`config.mk`:
```
export PLATFORM = sky130hd
export DESIGN_NAME = cpmc_core
export DESIGN_NICKNAME = d
export VERILOG_FILES = /design/src/core/cpmc_pkg.sv /design/src/core/cpmc_core.sv
export SDC_FILE = /design/constraint.sdc
export NUM_CORES = 1
export LEC_CHECK = 0
export BUFFER_PORTS_ARGS = -buffer_cell sky130_fd_sc_hd__buf_4
export CAP_MARGIN = 30
export CORE_UTILIZATION = 55
export CTS_BUF_LIST = sky130_fd_sc_hd__clkbuf_8
export DETAILED_ROUTE_END_ITERATION = 12
export PLACE_DENSITY = 0.88
export SLEW_MARGIN = 20
export SYNTH_ARGS = -nofsm -noshare
export SYNTH_HDL_FRONTEND = slang
export SYNTH_SLANG_ARGS = --single-unit
```
`constraint.sdc`:
```
create_clock -name clk -period 30.6 [get_ports clk]
set_input_delay 3.06 -clock clk [delete_from_list [all_inputs] [get_ports clk]]
set_output_delay 3.06 -clock clk [all_outputs]
set_load 0.02 [all_outputs]
```
`src/core/cpmc_pkg.sv`:
```
// Purpose: Constants and types for the privilege and mode control block
// Assumes: One core clock, 32-bit data words
// Notes:   Shared by the design and its bench
package cpmc_pkg;
    localparam int          CPMC_DATA_W     = 32;
    localparam int          CPMC_CTRL_W     = 2;
    // Control register fields
    localparam int          CPMC_CTRL_NPRIV = 0;
    localparam logic [1:0]  CPMC_CTRL_RST   = 2'h0;
    // Execution status register state bit
    localparam int          CPMC_ESR_STATE  = 24;
    localparam logic [31:0] CPMC_ESR_RST    = 32'h0100_0000;
    // Stack pointer alignment: low two bits read as zero
    localparam logic [31:0] CPMC_SP_MASK    = 32'hFFFF_FFFC;
    localparam logic [31:0] CPMC_SP_RST     = 32'h0000_0000;
    // Special register selectors for move-to/from-special accesses
    localparam logic [2:0]  CPMC_SEL_MSP    = 3'h0;
    localparam logic [2:0]  CPMC_SEL_PSP    = 3'h1;
    localparam logic [2:0]  CPMC_SEL_CTRL   = 3'h2;
    localparam logic [2:0]  CPMC_SEL_ESR    = 3'h3;
    // Bit-band alias: one word per SRAM bit
    localparam int          CPMC_BB_IDX_W   = 5;
    // Operating states; handler at user level does not exist
    typedef enum logic [1:0] {
        CPMC_PRIV_THREAD,
        CPMC_USER_THREAD,
        CPMC_PRIV_HANDLER
    } cpmc_state_t;
endpackage

```
`src/core/cpmc_core.sv`:
```
// Purpose: Privilege level, thread/handler mode and stack pointer banking
// Assumes: Exception entry/return and accesses come from the pipeline
// Notes:   All requests are single-cycle pulses sampled on clk
`timescale 1ns/1ps

// Behaviour
// - Handler mode exists only at the privileged level; three legal states.
// - User level blocks protected accesses and raises a fault for each.
// - Privileged level allows protected instructions and registers; legacy encodings and clearing status bit 24 still fault.
// - Exceptions run in privileged handler mode; main program in thread.
// - Two stack pointers, main and process, selected by level and mode.
// - Decoder accepts only mixed 16/32-bit compact encodings, faults legacy.
// - Bit-band alias writes or reads one SRAM bit atomically.
// - Unaligned accesses supported; data packed contiguously by byte lanes.
// - External reset is active low, held high by a pull-up.
// - Process stack pointer only in user thread; main elsewhere.
// - Control bit 0 selects thread level: 0 privileged, 1 user.
// - Status bit 24 reads one at the privileged level (user reads return zero); clearing it raises a fault.
module cpmc_core
    import cpmc_pkg::*;
#(
    parameter int DATA_W = CPMC_DATA_W
) (
    // Clock and resets
    input  wire logic              clk,
    input  wire logic              sys_rst,
    input  wire logic              external_reset_n,
    // Exception entry and return
    input  wire logic              exc_enter,
    input  wire logic              exc_return,
    // Instruction decode checks
    input  wire logic              instr_valid,
    input  wire logic              instr_legacy,
    input  wire logic              instr_protected,
    // Special register access
    input  wire logic              sreg_wr,
    input  wire logic              sreg_rd,
    input  wire logic [2:0]        sreg_sel,
    input  wire logic [DATA_W-1:0] sreg_wdata,
    // Protected resource access (config, debug)
    input  wire logic              prot_access,
    // Stack pointer update from push/pop
    input  wire logic              sp_wr,
    input  wire logic [DATA_W-1:0] sp_wdata,
    // Bit-band alias access
    input  wire logic              bb_wr,
    input  wire logic [CPMC_BB_IDX_W-1:0] bb_idx,
    input  wire logic              bb_bit,
    input  wire logic [DATA_W-1:0] bb_old_word,
    // Unaligned store packing
    input  wire logic [1:0]        st_offset,
    input  wire logic [DATA_W-1:0] st_data,
    // Outputs
    output logic [DATA_W-1:0]      sreg_rdata,
    output logic [DATA_W-1:0]      active_sp,
    output logic                   sp_is_process,
    output logic                   privileged,
    output logic                   handler_mode,
    output logic                   fault,
    output logic [DATA_W-1:0]      bb_new_word,
    output logic                   bb_rd_bit,
    output logic [2*DATA_W-1:0]    st_lanes
);
    // ------------------------------------------------------------
    // State and storage
    // ------------------------------------------------------------
    cpmc_state_t             state_reg, state_next;
    logic [CPMC_CTRL_W-1:0]  ctrl_reg, ctrl_next;
    logic [DATA_W-1:0]       main_stack_pointer_reg, main_sp_next;
    logic [DATA_W-1:0]       process_stack_pointer_reg, proc_sp_next;
    logic                    fault_reg, fault_next;
    logic [DATA_W-1:0]       sreg_rdata_reg, rdata_next;
    logic [DATA_W-1:0]       bb_word_reg;
    logic                    bb_bit_reg;
    logic [2*DATA_W-1:0]     st_lanes_reg;

    // Internal reset merges the system and external reset pin
    wire rst_any = sys_rst | ~external_reset_n;

    // ------------------------------------------------------------
    // Decoding
    // ------------------------------------------------------------
    wire is_user    = (state_reg == CPMC_USER_THREAD);
    wire is_handler = (state_reg == CPMC_PRIV_HANDLER);
    // Only user thread banks the process stack pointer
    wire use_psp    = is_user;
    // Protected touches: special regs, protected instrs, config/debug
    wire user_block = is_user & ((instr_valid & instr_protected) |
                      sreg_wr | sreg_rd | prot_access);
    // Legacy fixed-width encodings are never decoded
    wire legacy_flt = instr_valid & instr_legacy;
    // Clearing the state bit of the status register faults
    wire esr_clear  = ~is_user & sreg_wr & (sreg_sel == CPMC_SEL_ESR) &
                      ~sreg_wdata[CPMC_ESR_STATE];
    wire priv_wr    = ~is_user & sreg_wr;
    wire [DATA_W-1:0] sp_aligned = sp_wdata & DATA_W'(CPMC_SP_MASK);
    wire [DATA_W-1:0] sreg_al    = sreg_wdata & DATA_W'(CPMC_SP_MASK);

    // Next state: exceptions enter privileged handler, return to thread
    always_comb begin
        state_next = state_reg;
        ctrl_next  = ctrl_reg;
        if (priv_wr && sreg_sel == CPMC_SEL_CTRL) begin
            ctrl_next = sreg_wdata[CPMC_CTRL_W-1:0];
        end
        if (exc_enter) begin
            state_next = CPMC_PRIV_HANDLER;
        end else begin
            unique case (state_reg)
                CPMC_PRIV_HANDLER: begin
                    if (exc_return) begin
                        state_next = ctrl_next[CPMC_CTRL_NPRIV] ?
                            CPMC_USER_THREAD : CPMC_PRIV_THREAD;
                    end
                end
                CPMC_PRIV_THREAD: begin
                    if (ctrl_next[CPMC_CTRL_NPRIV]) begin
                        state_next = CPMC_USER_THREAD;
                    end
                end
                // User cannot raise itself; only an exception does
                CPMC_USER_THREAD: state_next = CPMC_USER_THREAD;
                default:          state_next = CPMC_PRIV_THREAD;
            endcase
        end
    end

    // Stack pointer banking and special register writes
    always_comb begin
        main_sp_next = main_stack_pointer_reg;
        proc_sp_next = process_stack_pointer_reg;
        if (priv_wr && sreg_sel == CPMC_SEL_MSP) begin
            main_sp_next = sreg_al;
        end
        if (priv_wr && sreg_sel == CPMC_SEL_PSP) begin
            proc_sp_next = sreg_al;
        end
        if (sp_wr && use_psp) begin
            proc_sp_next = sp_aligned;
        end else if (sp_wr) begin
            main_sp_next = sp_aligned;
        end
    end

    // Read mux and fault
    always_comb begin
        unique case (sreg_sel)
            CPMC_SEL_MSP:  rdata_next = main_stack_pointer_reg;
            CPMC_SEL_PSP:  rdata_next = process_stack_pointer_reg;
            CPMC_SEL_CTRL: rdata_next = {{(DATA_W-CPMC_CTRL_W){1'b0}},
                                         ctrl_reg};
            CPMC_SEL_ESR:  rdata_next = DATA_W'(CPMC_ESR_RST);
            default:       rdata_next = '0;
        endcase
        if (user_block || !sreg_rd) begin
            rdata_next = '0;
        end
        fault_next = user_block | legacy_flt | esr_clear;
    end

    // ------------------------------------------------------------
    // Registers
    // ------------------------------------------------------------
    // Reset lands in privileged thread on the main stack pointer
    always_ff @(posedge clk or posedge rst_any) begin
        if (rst_any) begin
            state_reg                 <= CPMC_PRIV_THREAD;
            ctrl_reg                  <= CPMC_CTRL_RST;
            main_stack_pointer_reg    <= DATA_W'(CPMC_SP_RST);
            process_stack_pointer_reg <= DATA_W'(CPMC_SP_RST);
            fault_reg                 <= 1'b0;
            sreg_rdata_reg            <= '0;
        end else begin
            state_reg                 <= state_next;
            ctrl_reg                  <= ctrl_next;
            main_stack_pointer_reg    <= main_sp_next;
            process_stack_pointer_reg <= proc_sp_next;
            fault_reg                 <= fault_next;
            sreg_rdata_reg            <= rdata_next;
        end
    end

    // ------------------------------------------------------------
    // Bit-band and unaligned store datapath
    // ------------------------------------------------------------
    // Single-bit merge in one step, so no software read-modify-write
    logic [DATA_W-1:0] bb_merge;
    for (genvar i = 0; i < DATA_W; i++) begin : g_bb
        assign bb_merge[i] = (bb_idx == CPMC_BB_IDX_W'(i)) ?
                             bb_bit : bb_old_word[i];
    end
    // Byte shift across two words; no padding to natural alignment
    wire [2*DATA_W-1:0] st_shift = {{DATA_W{1'b0}}, st_data} <<
                                   {st_offset, 3'b000};

    always_ff @(posedge clk or posedge rst_any) begin
        if (rst_any) begin
            bb_word_reg  <= '0;
            bb_bit_reg   <= 1'b0;
            st_lanes_reg <= '0;
        end else begin
            bb_word_reg  <= bb_wr ? bb_merge : bb_old_word;
            bb_bit_reg   <= bb_old_word[bb_idx];
            st_lanes_reg <= st_shift;
        end
    end

    // Outputs
    assign active_sp     = use_psp ? process_stack_pointer_reg
                                   : main_stack_pointer_reg;
    assign sp_is_process = use_psp;
    assign privileged    = ~is_user;
    assign handler_mode  = is_handler;
    assign fault         = fault_reg;
    assign sreg_rdata    = sreg_rdata_reg;
    assign bb_new_word   = bb_word_reg;
    assign bb_rd_bit     = bb_bit_reg;
    assign st_lanes      = st_lanes_reg;
endmodule

```
Yosys cells after proc, flatten, opt, wreduce, memory -nomap -nowiden
Cells that the tools add are included.

Flip-flop bits (word level): 198. Input port bits: 152. Output and inout port bits: 165. Logic and storage cells: 125.

Mux-type cells: 49. Bitwise operators: 15. Order comparisons: 1. Equality and inequality tests: 38. Shift operators: 1. Reduce and logical (&&, ||, !) cells: 11.

Operator list (number): two-way mux 32 bit (8); one-hot mux 32 bit (4 select lines) (1); == test 5 bit (second input constant) (16); left shift 32 x 5 -> 64 bit (1); == test 5 x 4 -> 1 bit (second input constant) (8); two-way mux 1 bit (35); == test 5 x 3 -> 1 bit (second input constant) (4); == test 5 x 2 -> 1 bit (second input constant) (2); bitwise AND 1 bit (6); == test 3 x 2 -> 1 bit (second input constant) (2); less-than comparator 5 x 6 -> 1 bit (second input constant) (1); two-way mux 2 bit (3); != test 3 bit (second input constant) (2); bitwise OR 1 bit (6); one-hot mux 2 bit (3 select lines) (1); binary-select mux 1 bit (select 5 bit) (1); == test 5 x 1 -> 1 bit (second input constant) (1); zero test 5 bit (1); logical AND 1 bit (4); == test 3 x 1 -> 1 bit (second input constant) (1); zero test 3 bit (1); inverter 1 bit (3); == test 2 x 1 -> 1 bit (second input constant) (1); == test 2 bit (second input constant) (1); other kinds (5) (5).

Depth between registers and ports, before layout
Depth in word-level cells: 9. Mapped depth: 8. Gate-level depth less buffers: 6.

Worst setup path after synthesis
No wires, ideal clock.

Path type: register -> output. Start: register state_reg[0]. End: output active_sp[22]. Required time: 27.540 ns. Stages on the path, launching flop included: 8. Path buffers: 3. Data arrival time: 1.565 ns. Path slack: 25.975 ns. Cells stage by stage: dfrtp_1 -> nor2b_1 -> buf_4 -> inv_2 -> buf_2 -> buf_1 -> nand2_1 -> nand2_1.

Cells in the longest elaborated chain, start to end: 2.

Ends and longest elaborated chain: start, declared (RTL line cpmc_core.sv:67) `cpmc_state_t state_reg, state_next;`; start signal, assigned (RTL line cpmc_core.sv:174) `state_reg <= state_next;`; == test 2 x 1 -> 1 bit (RTL line cpmc_core.sv:83) `wire is_user = (state_reg == CPMC_USER_THREAD);`; two-way mux 32 bit (RTL line cpmc_core.sv:209) `assign active_sp = use_psp ? process_stack_pointer_reg`; end, declared (RTL line cpmc_core.sv:55) `output logic [DATA_W-1:0] active_sp,`.

No other way between the ends.

Final worst setup path
Start: register state_reg[0]. End: output active_sp[3].

The elaborated chain is that of the path after synthesis.

==> results.py <==
metrics = {
    "status": {
        "outcome": "complete, no violations",
    },
    "setup_path": {
        "ff2ff_setup_slack_ps": 27480,
        "reg2reg_to": "process_stack_pointer_reg[15]",
        "required_ps": 27540,
        "path_max_fanout": 41,
        "path_cells": "nor2b_2 > buf_4 > inv_2 > nand2_1 > nand2_1 > buf_4",
        "end_kind": "output port",
        "r2r-start": "state_reg[0]",
        "worst-setup-path-type": "reg2out",
        "cp-start-kind": "flip-flop",
        "critPathSlowestCell": "inv_2",
        "cp.arrival_ps": 2410,
        "max_stage_delay_ps": 660,
        "rr_worst_depth": 7,
    },
    "logic_synthesis": {
        "synth_area_leaders": "dfrtp_1 54%, nand2_1 8.3%, mux2i_1 8.1%",
        "synth_common_cells": "192 x nand2_1, 188 x dfrtp_1, 99 x nor2_1",
        "netlist_instances": 868,
        "yosys_register_bits": 188,
        "synth_flop_cell": "dfrtp_1",
        "syn_area_um2": 8640,
        "synth_compound_area_share_pct": 9.83,
        "async_flop_share_pct": 100,
        "ys.warnings.count": 0,
        "yosysMostFrequentCell": "nand2_1",
        "ys_seq_area_share_pct": 54.5,
        "synth_xor_area_share_pct": 0,
        "synth_edf_count": 0,
        "ys_types": 38,
        "synth-simple-area-share_pct": 18.1,
        "synth_top_area_share_pct": 54.5,
        "synth_top_family_by_area": "simple AND/OR/NAND/NOR gates",
        "post-synth-top-area-cell": "dfrtp_1",
        "synth_mux_area_share_pct": 13.6,
        "yosys.area_share.adder_pct": 0,
        "syn_avg_cell_area_um2": 9.95,
    },
    "layout": {
        "stdcell_area_um2": 11400,
        "final_cells": 1365,
        "drive_gt1_share_pct": 34.5,
        "nets": 1294,
        "final_core_util_pct": 75.0,
        "area_delta_synth_final_pct": 32.5,
        "antenna_cells": 0,
        "largest_reg_flops": 56,
    },
    "clocking": {
        "clk_pin_slew_ps": 90,
        "cts_buffer_depth": 2,
        "h-tree-depth": 4,
        "ctsRootBufferMaster": "clkbuf_8",
        "ctsHoldBuffers": 0,
        "numCtsBuffers": 17,
        "clock_latency_ps": 470,
        "clock-sinks": 188,
        "cts_tree": "built",
        "cts_setup_buffers": 0,
        "cts_resized": 0,
    },
    "drt": {
        "wire_per_inst_um": 18.7,
        "drtPass1Iterations": 5,
        "vias": 7743,
        "wirelength_um": 25600,
        "drc": 0,
        "drtAntennaViolNets": 0,
        "drt_iter0_drc": 784,
        "via_per_inst": 5.67,
    },
    "floorplan": {
        "die_x_um": 127,
        "pin_count": 317,
        "fp.dieH_um": 127,
        "num_rows": 45,
        "initial_core_util_pct": 56.6,
        "core-area_um2": 15300,
        "die_area_um2": 16200,
    },
    "timing": {
        "setup_viol": 0,
        "tightestPinTransition_ps": 841,
        "drv_slew": 0,
        "period_minus_slack_ps": 5470,
        "setup_total_negative_slack_ps": 0,
        "setup_ws_ps": 25130,
        "post-route-period-util_pct": 17.9,
        "clock.fmax_mhz": 183,
        "hold_slack_ps": 509,
        "fin_skew_ps": 14.4,
        "slew_headroom_pct": 43.9,
        "rsz0062_at_grt": "false",
        "finalHoldViolCount": 0,
    },
    "power_and_ir_drop": {
        "clockPowerShare_pct": 30.2,
        "p_leak_nw": 5.95,
        "p_switching_uw": 180,
        "power_uw": 601,
        "pwr-share-comb_pct": 21.4,
        "p_per_area_nw_per_um2": 52.5,
        "power_frac_seq_pct": 48.5,
        "internal_power_uw": 422,
        "p_sw_share_pct": 29.9,
        "peakVddDrop_uv": 37.9,
    },
    "worst_hold_path": {
        "hp-start": "state_reg[1]",
        "hold_class": "reg2reg",
        "worstHoldEndpoint": "state_reg[0]",
        "min_path_cells": 1,
    },
    "grt": {
        "grt_pass1_vias": 7524,
        "grt_pass1_wl_um": 39400,
        "grt-ovfl-total": 0,
        "antenna_found_initial": 0,
        "grt_max_degree": 68,
        "grtUsageTotal_pct": 31.9,
    },
    "run": {
        "maxCapViolCount": 0,
    },
    "place": {
        "placed_area_um2": 11000,
        "place_ws_ps": 25230,
        "dp_cells": 1332,
        "io_buffers": 306,
        "detailed_place_hpwl_um": 17700,
        "gp_congestion": 0.868,
    },
}
## layer usage
layer	track usage, %	routed length (um)	vias to the layer above
li1	-	-	3484
met1	39.2	9580	3761
met2	51.3	12300	425
met3	9.30	2460	73
met4	16.3	1190	0
met5	0	0	-
## worst max path at each step
stage | start | endpoint | slack, ps
2_1_floorplan | sys_rst | bb_new_word[0] | 15600
3_5_place_dp | sreg_sel[1] | process_stack_pointer_reg[30] | 25230
6_report | state_reg[0] | active_sp[3] | 25130
5_1_grt | state_reg[0] | active_sp[3] | 24980
4_1_cts | state_reg[0] | active_sp[3] | 25140
3_3_place_gp | sreg_sel[1] | process_stack_pointer_reg[14] | 25270
## critical path: cells and delay by family, from the launching register on
kind	cells	cell delay (ps)
buf+inv	3	1080
simple gates	3	420
flops	1	410
## area by class of cell
cell class                      count  area (um^2)
Clock buffer                       18          248
Clock inverter                     13          188
Fill cell                        1023         3810
Inverter                            3         11.3
Multi-Input combinational cell    615         3640
Sequential cell                   188         4700
Tap cell                          211          264
Timing Repair Buffer              317         2400
## kinds of logic (layout without fill, tap and decap cells)
logic type,after synthesis,in the layout
flip-flops,188,188
AND/OR/NAND/NOR,363,363
multiplexers,112,112
buffers and inverters,72,351
other,1,8
AO/OA/AOI/OAI,132,132
## power by group through the flow
stage / Sequential, mW / Clock, mW / Combinational (mW)
after floorplan: 0.303 / 0 / 0.0624
after global routing: 0.294 / 0.195 / 0.139
after detailed placement: 0.295 / 0 / 0.127
after global placement: 0.294 / 0 / 0.124
after CTS: 0.291 / 0.184 / 0.128
final: 0.291 / 0.181 / 0.128
## placed cells by master (no fill, tap or decap), drive strengths merged, types with 10 or more instances in the layout
cell type	synthesis	layout
a22oi	37	37
a21oi	12	12
nand3	10	10
a22o	11	11
and3	11	11
nor2b	16	16
buf	36	317
clkbuf	33	18
o21ai	39	39
nor2	99	99
mux2	42	42
a31oi	17	17
mux2i	70	70
and2	12	12
dfrtp	188	188
nand2	192	192
(Power assumes the default switching activity.)
